===== config.mk =====
export PLATFORM = sky130hd
export DESIGN_NAME = vbi_inserter
export DESIGN_NICKNAME = d
export VERILOG_FILES = /design/src/core/vbi_pkg.sv /design/src/core/vbi_if.sv /design/src/core/vbi_div.sv /design/src/core/vbi_inserter.sv
export VERILOG_INCLUDE_DIRS = /design/src /design/src/core
export SDC_FILE = /design/constraint.sdc
export NUM_CORES = 1
export LEC_CHECK = 0
export ABC_AREA = 1
export BUFFER_PORTS_ARGS = -buffer_cell sky130_fd_sc_hd__buf_2
export CAP_MARGIN = 40
export CORE_MARGIN = 1
export CORE_UTILIZATION = 62
export CTS_CLUSTER_DIAMETER = 80
export CTS_CLUSTER_SIZE = 30
export DETAILED_ROUTE_END_ITERATION = 16
export PLACE_DENSITY = 0.8
export SLEW_MARGIN = 20
export SYNTH_ARGS = -nofsm -noshare
export SYNTH_HDL_FRONTEND = slang
export SYNTH_SLANG_ARGS = --single-unit

===== constraint.sdc =====
create_clock -name core_clk -period 2.3 [get_ports core_clk]
set_clock_uncertainty 0.15 [all_clocks]
set_input_delay 0.46 -clock core_clk [delete_from_list [all_inputs] [get_ports core_clk]]
set_output_delay 0.46 -clock core_clk [all_outputs]
set_load 0.02 [all_outputs]

===== src/core/vbi_params.svh =====
// Constants for the vertical-blanking caption and wide-screen inserter
// Overview of operation
// RULE_01 - Wide-screen signal on line 23, PAL only
// RULE_02 - Wide-screen payload is exactly 14 bits
// RULE_03 - Run-in then start code precede payload
// RULE_04 - Line 23 carries video after 42.5 us
// RULE_05 - Control 0x99 bit 7 gates wide-screen insertion
// RULE_06 - Control 0xA1 bit 7 blanks signaling portion
// RULE_07 - Software codes aspect ratio in bits 3..0
// RULE_08 - Software codes mode, colour, subtitle bits
// RULE_09 - Software codes sound and copy bits 11..13
// RULE_10 - Captions on line 21 odd, 284 even
// RULE_11 - Control 0x83 bits 6..5 enable captions
// RULE_12 - Caption line starts with 7-cycle run-in
// RULE_13 - Two blank bits, start bit, 16 data
// RULE_14 - Host bytes carry seven bits plus parity
// RULE_15 - Odd field bytes from 0x93 and 0x94
// RULE_16 - Even field bytes from 0x91 and 0x92
// RULE_17 - All caption timing generated internally
// RULE_18 - Pixel input replaced on caption lines
// RULE_19 - Single buffered, sent on next line
// RULE_20 - Host loads bytes a line early, each field
// RULE_21 - Host writes zeros when nothing to send
// RULE_22 - Host keeps control code pairs in one field
`ifndef VBI_PARAMS_SVH
`define VBI_PARAMS_SVH

// Register subaddresses and reset value
`define VBI_A_CC_MODE    8'h83
`define VBI_A_CCX_A      8'h91
`define VBI_A_CCX_B      8'h92
`define VBI_A_CCO_A      8'h93
`define VBI_A_CCO_B      8'h94
`define VBI_A_WSIG_HI    8'h99
`define VBI_A_WSIG_MID   8'h9A
`define VBI_A_WSIG_LO    8'h9B
`define VBI_A_WSIG_BLANK 8'hA1
`define VBI_REG_RST      8'h00

// Field positions
`define VBI_WSIG_EN_BIT  7
`define VBI_WSIG_BLK_BIT 7
`define VBI_CC_ODD_BIT   5
`define VBI_CC_EVEN_BIT  6
`define VBI_STAT_BIT     0

// Line numbers
`define VBI_WSIG_LINE    10'h017
`define VBI_CC_ODD_LINE  10'h015
`define VBI_CC_EVEN_LINE 10'h11C

// Wide-screen sequences, sent first bit on the left; element and quarter counts
`define VBI_WSIG_RUNIN   29'h1F1C71C7
`define VBI_WSIG_START   24'h1E3C1F
`define VBI_BIPH_ONE     6'h38
`define VBI_BIPH_ZERO    6'h07
`define VBI_WSIG_LAST    8'h88
`define VBI_CC_RUNIN_Q   8'h1C
`define VBI_CC_START_Q   8'h24
`define VBI_CC_DATA_Q    8'h28
`define VBI_CC_LAST      8'h67

// Output levels
`define VBI_LVL_BLANK    10'h0F0
`define VBI_LVL_MID      10'h1D8
`define VBI_LVL_HIGH     10'h2C0

// Times and derived cycle counts
`define VBI_CLK_MHZ      100
`define VBI_WSIG_ELEM_NS 200
`define VBI_CC_BIT_NS    1986
`define VBI_WSIG_POS_NS  11000
`define VBI_CC_POS_NS    10500
`define VBI_VIDEO_NS     42500
`define VBI_CYC_UP(ns)   ((((ns) * `VBI_CLK_MHZ) + 999) / 1000)
`define VBI_CYC_DN(ns)   (((ns) * `VBI_CLK_MHZ) / 1000)

`endif


===== src/core/vbi_pkg.sv =====
// Types shared by the inserter modules
`include "vbi_params.svh"
package vbi_pkg;
    typedef enum logic [1:0] {VBI_IDLE, VBI_PRE, VBI_SEND, VBI_POST}
        vbi_state_t;
    typedef enum logic {VBI_M_WSIG, VBI_M_CC} vbi_mode_t;

    typedef struct packed {
        logic [7:0] cnt;
        logic       tick;
    } vbi_div_t;

    typedef struct packed {
        vbi_state_t  state;
        vbi_mode_t   mode;
        logic [12:0] cnt;
        logic [7:0]  elt;
        logic [136:0] sh;
        logic [7:0]  cc_mode_ctrl;
        logic [7:0]  cc_extended_byte_a;
        logic [7:0]  cc_extended_byte_b;
        logic [7:0]  cc_odd_field_byte_a;
        logic [7:0]  cc_odd_field_byte_b;
        logic [7:0]  widescreen_ctrl_and_data_hi;
        logic [7:0]  widescreen_data_mid;
        logic [7:0]  widescreen_data_lo;
        logic [7:0]  wsig_blank_ctrl;
        logic [7:0]  rdata;
        logic        act;
        logic [9:0]  pix;
    } vbi_core_t;
endpackage : vbi_pkg


===== src/core/vbi_if.sv =====
// Rate request and tick between engine and divider
`timescale 1ns/1ns
interface vbi_if;
    logic [7:0] period;  // Cycles per tick
    logic       run;     // Divider runs while high
    logic       tick;    // One-cycle rate pulse
    modport eng (output period, output run, input tick);
    modport div (input period, input run, output tick);
endinterface : vbi_if


===== src/core/vbi_div.sv =====
// Rate divider giving one-cycle tick pulses
`timescale 1ns/1ns
module vbi_div (
    input wire logic core_clk,  // Pixel clock
    input wire logic nrst,      // Async reset, active low
    vbi_if.div       bus        // Period in, tick out
);
    vbi_pkg::vbi_div_t cur_ff;  // Registered state
    vbi_pkg::vbi_div_t nxt_div; // Next state

    ////////////////////////////////////////////////////////////////////
    // Count to period, restart whenever run drops
    always_comb begin
        nxt_div      = cur_ff;
        nxt_div.tick = 1'b0;
        if (!bus.run) begin
            nxt_div.cnt = 8'h00;
        end else if (cur_ff.cnt == 8'(bus.period - 8'h01)) begin
            nxt_div.cnt  = 8'h00;
            nxt_div.tick = 1'b1;
        end else begin
            nxt_div.cnt = 8'(cur_ff.cnt + 8'h01);
        end
    end

    // State register
    always_ff @(posedge core_clk or negedge nrst) begin
        if (!nrst) begin
            cur_ff <= '0;
        end else begin
            cur_ff <= nxt_div;
        end
    end

    assign bus.tick = cur_ff.tick;
endmodule : vbi_div


===== src/core/vbi_inserter.sv =====
// Caption and wide-screen signal inserter for SD vertical blanking
`timescale 1ns/1ns
`include "vbi_params.svh"
module vbi_inserter #(
    parameter logic [12:0] WSIG_POS_CYC =
        13'(`VBI_CYC_UP(`VBI_WSIG_POS_NS)),
    parameter logic [12:0] CC_POS_CYC =
        13'(`VBI_CYC_UP(`VBI_CC_POS_NS)),
    parameter logic [12:0] VIDEO_CYC =
        13'(`VBI_CYC_UP(`VBI_VIDEO_NS)),
    parameter logic [7:0]  WSIG_ELEM_CYC =
        8'(`VBI_CYC_DN(`VBI_WSIG_ELEM_NS)),
    parameter logic [7:0]  CC_QTR_CYC =
        8'(`VBI_CYC_DN(`VBI_CC_BIT_NS) / 4)
) (
    input  wire logic       core_clk,   // Pixel clock
    input  wire logic       nrst,       // Async reset, active low
    input  wire logic       reg_wr,     // Register write strobe
    input  wire logic       reg_rd,     // Register read strobe
    input  wire logic [7:0] reg_addr,   // Register subaddress
    input  wire logic [7:0] reg_wdata,  // Write data
    output logic      [7:0] reg_rdata,  // Read data, next cycle
    input  wire logic       pal_mode,   // Encoder set for PAL
    input  wire logic       line_start, // Falling sync edge pulse
    input  wire logic [9:0] line_num,   // Frame line number
    input  wire logic       field_odd,  // Odd field flag
    input  wire logic [9:0] pix_in,     // Incoming pixel
    output logic      [9:0] pix_out,    // Outgoing pixel
    output logic            vbi_active  // Line under override
);
    vbi_pkg::vbi_core_t cur_ff;   // Registered state
    vbi_pkg::vbi_core_t nxt_core; // Next state
    vbi_if              rate ();  // Link to divider
    logic [13:0]        wsig_data;  // Assembled payload
    logic [83:0]        wsig_biph;  // Biphase payload elements
    logic               wsig_line;  // This line takes the signal
    logic               cc_odd;     // Odd field caption line
    logic               cc_even;    // Even field caption line

    ////////////////////////////////////////////////////////////////////
    // Payload from the mid and low signaling registers
    assign wsig_data = {cur_ff.widescreen_data_mid[5:0],  // RULE_02
                        cur_ff.widescreen_data_lo};

    // Each payload bit becomes six elements, bit 0 sent first
    genvar gi;
    generate
        for (gi = 0; gi < 14; gi++) begin : g_biph
            assign wsig_biph[83 - 6 * gi -: 6] =
                wsig_data[gi] ? `VBI_BIPH_ONE : `VBI_BIPH_ZERO;
        end
    endgenerate

    ////////////////////////////////////////////////////////////////////
    // Line qualification from the timing generator
    assign wsig_line = pal_mode                                // RULE_01
        && (line_num == `VBI_WSIG_LINE)
        && cur_ff.widescreen_ctrl_and_data_hi[`VBI_WSIG_EN_BIT]; // RULE_05
    // Captions follow field parity
    assign cc_odd  = field_odd && (line_num == `VBI_CC_ODD_LINE) // RULE_10
        && cur_ff.cc_mode_ctrl[`VBI_CC_ODD_BIT];               // RULE_11
    assign cc_even = !field_odd && (line_num == `VBI_CC_EVEN_LINE)
        && cur_ff.cc_mode_ctrl[`VBI_CC_EVEN_BIT];              // RULE_11

    ////////////////////////////////////////////////////////////////////
    // Divider rate follows the active mode
    assign rate.period = (cur_ff.mode == vbi_pkg::VBI_M_WSIG) ?
        WSIG_ELEM_CYC : CC_QTR_CYC;
    // Divider idles outside the waveform
    assign rate.run    = (cur_ff.state == vbi_pkg::VBI_SEND);

    vbi_div u_div (
        .core_clk (core_clk),
        .nrst     (nrst),
        .bus      (rate.div)
    );

    ////////////////////////////////////////////////////////////////////
    // Next state: registers, line sequencer, pixel path
    always_comb begin
        nxt_core = cur_ff;

        // Register writes
        if (reg_wr) begin
            unique case (reg_addr)
                `VBI_A_CC_MODE:    nxt_core.cc_mode_ctrl = reg_wdata;
                `VBI_A_CCX_A:      nxt_core.cc_extended_byte_a = reg_wdata;
                `VBI_A_CCX_B:      nxt_core.cc_extended_byte_b = reg_wdata;
                `VBI_A_CCO_A:      nxt_core.cc_odd_field_byte_a = reg_wdata;
                `VBI_A_CCO_B:      nxt_core.cc_odd_field_byte_b = reg_wdata;
                `VBI_A_WSIG_HI:
                    nxt_core.widescreen_ctrl_and_data_hi = reg_wdata;
                `VBI_A_WSIG_MID:   nxt_core.widescreen_data_mid = reg_wdata;
                `VBI_A_WSIG_LO:    nxt_core.widescreen_data_lo = reg_wdata;
                `VBI_A_WSIG_BLANK: nxt_core.wsig_blank_ctrl = reg_wdata;
                default: begin
                    // Unmapped writes are dropped
                end
            endcase
        end

        // Register reads, unmapped reads return zero
        if (reg_rd) begin
            unique case (reg_addr)
                `VBI_A_CC_MODE:    nxt_core.rdata = cur_ff.cc_mode_ctrl;
                `VBI_A_CCX_A:      nxt_core.rdata = cur_ff.cc_extended_byte_a;
                `VBI_A_CCX_B:      nxt_core.rdata = cur_ff.cc_extended_byte_b;
                `VBI_A_CCO_A:
                    nxt_core.rdata = cur_ff.cc_odd_field_byte_a;
                `VBI_A_CCO_B:
                    nxt_core.rdata = cur_ff.cc_odd_field_byte_b;
                `VBI_A_WSIG_HI:
                    nxt_core.rdata = cur_ff.widescreen_ctrl_and_data_hi;
                `VBI_A_WSIG_MID:
                    nxt_core.rdata = cur_ff.widescreen_data_mid;
                `VBI_A_WSIG_LO:
                    nxt_core.rdata = cur_ff.widescreen_data_lo;
                `VBI_A_WSIG_BLANK: begin
                    // Low bit shows the live override state
                    nxt_core.rdata = cur_ff.wsig_blank_ctrl;
                    nxt_core.rdata[`VBI_STAT_BIT] = cur_ff.act;
                end
                default: nxt_core.rdata = `VBI_REG_RST;
            endcase
        end

        // Line position counter, saturates on long lines
        if (cur_ff.cnt != '1) begin
            nxt_core.cnt = 13'(cur_ff.cnt + 13'h0001);          // RULE_17
        end

        if (line_start) begin
            // New line: decide the override and load one shot
            nxt_core.cnt = '0;
            nxt_core.elt = '0;
            if (wsig_line) begin
                nxt_core.state = vbi_pkg::VBI_PRE;
                nxt_core.mode  = vbi_pkg::VBI_M_WSIG;
                nxt_core.sh    = {`VBI_WSIG_RUNIN,              // RULE_03
                                  `VBI_WSIG_START, wsig_biph};
            end else if (cc_odd) begin
                // Live bytes go out now, no second buffer stage
                nxt_core.state = vbi_pkg::VBI_PRE;
                nxt_core.mode  = vbi_pkg::VBI_M_CC;
                nxt_core.sh    = {118'h0,                       // RULE_19
                                  cur_ff.cc_odd_field_byte_b,   // RULE_15
                                  cur_ff.cc_odd_field_byte_a,
                                  3'h4};                        // RULE_13
            end else if (cc_even) begin
                nxt_core.state = vbi_pkg::VBI_PRE;
                nxt_core.mode  = vbi_pkg::VBI_M_CC;
                nxt_core.sh    = {118'h0,                       // RULE_19
                                  cur_ff.cc_extended_byte_b,    // RULE_16
                                  cur_ff.cc_extended_byte_a,
                                  3'h4};                        // RULE_13
            end else begin
                nxt_core.state = vbi_pkg::VBI_IDLE;
            end
        end else begin
            unique case (cur_ff.state)
                vbi_pkg::VBI_IDLE: begin
                    // Pixels pass through untouched
                end
                vbi_pkg::VBI_PRE: begin
                    // Hold blank until the waveform position
                    if (cur_ff.mode == vbi_pkg::VBI_M_WSIG) begin
                        if (cur_ff.cnt == 13'(WSIG_POS_CYC - 13'h0001)) begin
                            nxt_core.state = vbi_pkg::VBI_SEND;
                        end
                    end else if (cur_ff.cnt ==
                                 13'(CC_POS_CYC - 13'h0001)) begin
                        nxt_core.state = vbi_pkg::VBI_SEND;    // RULE_17
                    end
                end
                vbi_pkg::VBI_SEND: begin
                    if (rate.tick) begin
                        nxt_core.elt = 8'(cur_ff.elt + 8'h01);
                        if (cur_ff.mode == vbi_pkg::VBI_M_WSIG) begin
                            // One element per tick, first on the left
                            nxt_core.sh = {cur_ff.sh[135:0], 1'b0};
                            if (cur_ff.elt == `VBI_WSIG_LAST) begin
                                nxt_core.state = vbi_pkg::VBI_POST; // RULE_02
                            end
                        end else begin
                            // Quarter ticks; bits move on at a bit end
                            if ((cur_ff.elt >= `VBI_CC_RUNIN_Q)
                                && (cur_ff.elt[1:0] == 2'h3)) begin
                                nxt_core.sh = {1'b0, cur_ff.sh[136:1]};
                            end
                            if (cur_ff.elt == `VBI_CC_LAST) begin
                                nxt_core.state = vbi_pkg::VBI_POST;
                            end
                        end
                    end
                end
                vbi_pkg::VBI_POST: begin
                    // Signaling line returns to video late in the line
                    if ((cur_ff.mode == vbi_pkg::VBI_M_WSIG)
                        && (cur_ff.cnt >= 13'(VIDEO_CYC - 13'h0001))) begin
                        nxt_core.state = vbi_pkg::VBI_IDLE;     // RULE_04
                    end
                end
            endcase
        end

        // Status flag from the next state
        nxt_core.act = (nxt_core.state != vbi_pkg::VBI_IDLE);

        // Pixel path, derived from the next state so both line up
        unique case (nxt_core.state)
            vbi_pkg::VBI_IDLE: nxt_core.pix = pix_in;
            vbi_pkg::VBI_SEND: begin
                if (nxt_core.mode == vbi_pkg::VBI_M_WSIG) begin
                    if (cur_ff.wsig_blank_ctrl[`VBI_WSIG_BLK_BIT]) begin
                        nxt_core.pix = `VBI_LVL_BLANK;           // RULE_06
                    end else begin
                        nxt_core.pix = nxt_core.sh[136] ?
                            `VBI_LVL_HIGH : `VBI_LVL_BLANK;
                    end
                end else if (nxt_core.elt < `VBI_CC_RUNIN_Q) begin
                    // Four-step sine, one cycle per caption bit
                    unique case (nxt_core.elt[1:0])
                        2'h0: nxt_core.pix = `VBI_LVL_MID;       // RULE_12
                        2'h1: nxt_core.pix = `VBI_LVL_HIGH;
                        2'h2: nxt_core.pix = `VBI_LVL_MID;
                        2'h3: nxt_core.pix = `VBI_LVL_BLANK;
                    endcase
                end else begin
                    nxt_core.pix = nxt_core.sh[0] ?
                        `VBI_LVL_HIGH : `VBI_LVL_BLANK;
                end
            end
            default: nxt_core.pix = `VBI_LVL_BLANK;             // RULE_18
        endcase
    end

    ////////////////////////////////////////////////////////////////////
    // State register, all control at zero after reset
    always_ff @(posedge core_clk or negedge nrst) begin
        if (!nrst) begin
            cur_ff <= '0;
        end else begin
            cur_ff <= nxt_core;
        end
    end

    // Outputs straight from flops
    assign reg_rdata  = cur_ff.rdata;
    assign pix_out    = cur_ff.pix;
    assign vbi_active = cur_ff.act;
endmodule : vbi_inserter


After elaboration in Yosys (flattened, before gate mapping)
Index checks and enable logic that the tools add are counted.
- add/subtract/negate cells: 4
- magnitude comparators: 3
- equality and inequality tests: 28
- mux-type cells: 51
- bitwise logic cells: 1
- reductions and logical operators: 26
- operator list (cell ; number):
    $mux 137 ; 5
    $mux 145 ; 3
    $mux 6 ; 15
    $eq 8x8->1 const B ; 10
    $pmux 8 s9 ; 1
    $mux 10 ; 5
    $pmux 10 s3 ; 1
    $eq 13x11->1 const B ; 2
    $mux 2 ; 11
    $eq 10x5->1 const B ; 2
    $pmux 10 s2 ; 1
    $reduce_and 2->1 ; 9
    $add 8x1->8 const B ; 2
    $mux 8 ; 2
    $mux 14 ; 1
    $add 13x1->13 const B ; 1
    $ge 13x13->1 const B ; 1
    $mux 13 ; 1
    $ne 13x13->1 const B ; 1
    $eq 2x2->1 const B ; 6
    $eq 10x9->1 const B ; 1
    $eq 8x7->1 const B ; 1
    $eq 8x8->1 ; 1
    $ge 8x5->1 const B ; 1
    other kinds (14) ; 29
- register bits: 261
- input port bits: 43
- output and inout port bits: 19
- word-level logic and storage cells: 133

Logic depth before layout (Yosys ltp)
- depth in word-level cells: 13
- gate-level depth with buffers: 14
- gate-level depth less buffers: 14

Modules after synthesis
A second synthesis with hierarchy kept.
- cell total of the unflattened synthesis: 1845
- area total of the unflattened synthesis: 13878.3 sq um
- modules (own cells, without submodules) (module ; times used ; cells an instance ; area each (sq um) ; sequential area each (sq um)):
    vbi_inserter ; 1 ; 1741 ; 13182.6 ; 6281.0
    vbi_div ; 1 ; 104 ; 695.7 ; 225.2

Worst setup path before layout
Ideal clock, no wire load.
- path type: input port to flip-flop
- from: input reg_addr[6]
- to: register cur_ff[40] in the netlist's numbering
- setup time: 0.128 ns
- data arrival time: 1.604 ns
- data required time: 2.022 ns
- setup slack: 0.418 ns
- stages: 10
- path buffers: 1
- cell sequence: inv_1 > nand2_1 > nor2_4 > and2_1 > nand3_2 > inv_1 > nand2_1 > buf_2 > nand2_1 > o21ai_0
- word-level cells in the longest chain between the ends: 2
- RTL lines (what ; RTL line ; source):
    start: declaration ; vbi_inserter.sv:20 ; input wire logic [7:0] reg_addr,
    $eq 8x8->1 ; vbi_inserter.sv:85 ; unique case (reg_addr)
    $reduce_and 2->1 (no source line) ; - ;
    end signal: assignment ; vbi_inserter.sv:243 ; cur_ff <= nxt_core;
    end: declaration ; vbi_inserter.sv:31 ; vbi_pkg::vbi_core_t cur_ff;
Every way passes these cells.
A chain may end at the register's enable or synchronous reset.

Final worst setup path
- from: register cur_ff[229] in the netlist's numbering
- to: register cur_ff[196] in the netlist's numbering
- word-level cells in the longest chain between the ends: 4
- elaborated cells on any way between the ends: 5
- those cells by class: 1 x order compare; 2 x eq/ne; 2 x reduce/logical
- RTL lines (what ; RTL line ; source):
    $ge 8x5->1 (no source line) / $eq 2x2->1 (equally long branches) ; - ;
    $logic_and 1x1->1 (*) ; vbi_inserter.sv:186 ; if ((cur_ff.elt >= `VBI_CC_RUNIN_Q)
    $ne 3x2->1 (no source line) (*) ; - ;
    $reduce_and 4->1 (no source line) (*) ; - ;
Mark *: on every way between the ends. The rest lies on a longest branch, timed or not.

==> flow_summary_export.csv <==
group,metric,value,unit
cells_and_area,layout.cells.non_filler,1981,
cells_and_area,fin_nets,1747,
timing,finalHoldViolCount,0,
timing,worst_pin_slew,0.7250,ns
synthesis,synth_edf_count,0,
critical_path,slowest_delay,0.43,ns
detailed_routing,wire_per_inst,15.90,um
global_route,antenna_found_initial,0,
die,initial_core_util,63.07,%
die,rows,53,
timing,setup_viol,0,
clock_network,path_clk_slew,0.11,ns
synthesis,synthTopCellsByCount,"421 x nand2_1, 260 x dfrtp_1, 213 x inv_1",
place,placed_cells,1951,
detailed_routing,drt_iter0_markers,1031,
global_route,track_usage,29.69,%
global_route,grt_max_degree,189,
detailed_routing,drt-total-wl,31500,um
critical_path,crit_fanout,15,
min_path,worstHoldPathType,"in -> reg",
power_and_ir_drop,p_per_area,566.0,nW/um^2
die,dieArea,21970,um^2
synthesis,ys_seq_area_share,49.07,%
synthesis,ys.warnings.count,0,
critical_path,crit_type,"reg -> reg",
clock_network,insertion_delay,0.50,ns
cells_and_area,diodes,0,
timing,clock.fmax,458.7,MHz
clock_network,htree_num_levels,1,
timing,max-slew-margin-rel,51.67,%
synthesis,synth.distinct_cells,49,
timing,final.min_clock_period,2.180,ns
critical_path,worst_setup_path_end_kind,"flip-flop",
synthesis,yosysTopAreaCell,"dfrtp_1",
die,ios,62,
outcome,status,"finished clean",
synthesis,async_flop_share,100.0,%
timing,maxSlewViolCount,0,
global_route,grt_pass1_vias,10760,
power_and_ir_drop,static-leakage-power,7.028,nW
cells_and_area,fillers,1701,
detailed_routing,vias,11430,
cells_and_area,utilization,68.91,%
die,core,21020,um^2
synthesis,synth_top_area_share,49.07,%
synthesis,synth_area_leaders,"dfrtp_1 49%, nand2_1 12%, o211ai_1 6.1%",
critical_path,cp-start-kind,"flip-flop",
synthesis,ys_ff_latch,260,
global_route,grt_pass1_wl,53040,um
place,place_area,13920,um^2
place,port_buffers,61,
detailed_routing,drc_errors,0,
clock_network,cts.sinks,260,
critical_path,cp_slowest_cell,"dfrtp_1",
cells_and_area,drive_gt1_share,9.730,%
run,drv_cap,0,
clock_network,cts_tree,"built",
synthesis,synthFlopType,"dfrtp_1",
global_route,gr-total-overflow,0,
power_and_ir_drop,ir_worst_vdd,0.6613,mV
timing,period_share,94.78,%
synthesis,netlist_area,13260,um^2
critical_path,cp.required,2.55,ns
critical_path,path_cells,"ha_1 -> inv_1 -> nor2_2 -> nand2_1 -> nand2_2 -> o22ai_4 -> inv_1 -> buf_12 -> o22ai_1",
synthesis,synthMostInstantiatedCell,"nand2_1",
die,die_y,148.2,um
die,die_x,148.2,um
timing,rsz0062_at_grt,"yes",
place,dpl.hpwl,21760,um
clock_network,ctsLongestPathBuffers,3,
critical_path,crit_top_cell,"inv_1",
cells_and_area,syn_to_final_growth,9.248,%
detailed_routing,dr.pass1.iters,7,
synthesis,syn_nets,1717,
detailed_routing,detail-route-antenna-nets,0,
synthesis,synth_area_per_cell,7.944,um^2
place,place.gp.congestion,1.031,
cells_and_area,stdcell_area,14490,um^2
clock_network,cts-buffers-inserted,14,
detailed_routing,avgViaCountPerCell,5.770,
critical_path,cp_data_arrival_time,2.43,ns
clock_network,clock-root-buffer,"clkbuf_16",
power_and_ir_drop,total_power,8.199,mW
synthesis,syn_inst,1669,
-- power by group --
part	internal, mW	total (mW)	switching (mW)
sequential	4.66	4.71	0.0513
clock	1.38	2.99	1.61
combinational	0.155	0.503	0.348
-- registers in the layout, summed over array words and instances (netlist names) --
| register | count |
|---|---|
| u_div.bus.tick | 1 |
| cur_ff | 232 |
| vbi_active | 1 |
| u_div.cur_ff | 8 |
| pix_out | 10 |
| reg_rdata | 8 |
-- worst paths after layout --
check,depth (start not counted),to,startpoint,slack [ns]
setup / recovery,9,cur_ff[196],cur_ff[229],0.12
hold / removal,2,pix_out[7],pix_in[7],0.02
setup reg to reg,9,cur_ff[196],cur_ff[229],0.12
hold reg to reg,2,cur_ff[168],cur_ff[168],0.34
max in group asynchronous,3,cur_ff[171],nrst,1.03
min in group asynchronous,2,cur_ff[234],nrst,0.31
-- worst max-delay path: cells and delay by family, from the launching register on --
kind | cells | cell delay, ns
compound gates | 2 | 0.51
simple gates | 3 | 0.28
flops | 1 | 0.43
buf+inv | 3 | 0.50
fa+ha+maj | 1 | 0.21
-- per-stage QoR --
step	setup slack, ns	TNS, ns	hold WS [ns]
6_report	0.1200	0	0.01700
5_1_grt	-0.002887	-0.002887	0.004600
4_1_cts	0.1254	0	0.006305
3_5_place_dp	0.1199	0	0.2533
3_3_place_gp	0.1577	0	0.2536
2_1_floorplan	0.4183	0	0.01441
-- logic make-up after synthesis --
family          share of synthesized area, %
compound gates                         16.90
buf+inv                                9.984
flops                                  49.07
simple gates                           22.87
mux                                   0.5095
xor+xnor                              0.1982
fa+ha+maj                             0.4718
-- repair_timing --
| action | in CTS | in global routing |
|---|---|---|
| hold buffers | 7 | 0 |
| setup buffers | 0 | 0 |
| resized for setup | 0 | 2 |
| setup endpoints to repair | 0 | 6 |
| hold endpoints to repair | 51 | 0 |
-- area by class of cell --
| class | count | area, um^2 | share of cell area (%) |
|---|---|---|---|
| clock inverter | 8 | 117.6 | 0.8120 |
| multi-input combinational | 1090 | 5439 | 37.55 |
| timing repair buffer | 113 | 873.3 | 6.029 |
| clock buffer | 15 | 375.4 | 2.591 |
| tap | 275 | 344.1 | 2.375 |
| inverter | 220 | 825.8 | 5.701 |
| sequential | 260 | 6510 | 44.94 |
-- routing by layer --
layer / wire [um] / global-route usage [%] / up-vias
li1: - / - / 5568
met4: 937 / 9.691 / 0
met5: 0 / 0 / -
met3: 1827 / 3.466 / 69
met2: 14940 / 47.98 / 374
met1: 13800 / 41.99 / 5420
-- layout by cell type (no fill, tap or decap), types with 20 or more instances in the layout --
master,instances
o211ai_1,107
nor2_1,109
inv_1,212
buf_2,60
o21ai_0,109
a22oi_1,20
dfrtp_1,259
a21oi_1,42
nand3_1,133
buf_4,33
o22ai_1,45
nand2_1,421
nor3_1,21
Note: power is estimated with default switching activity, not from simulation.
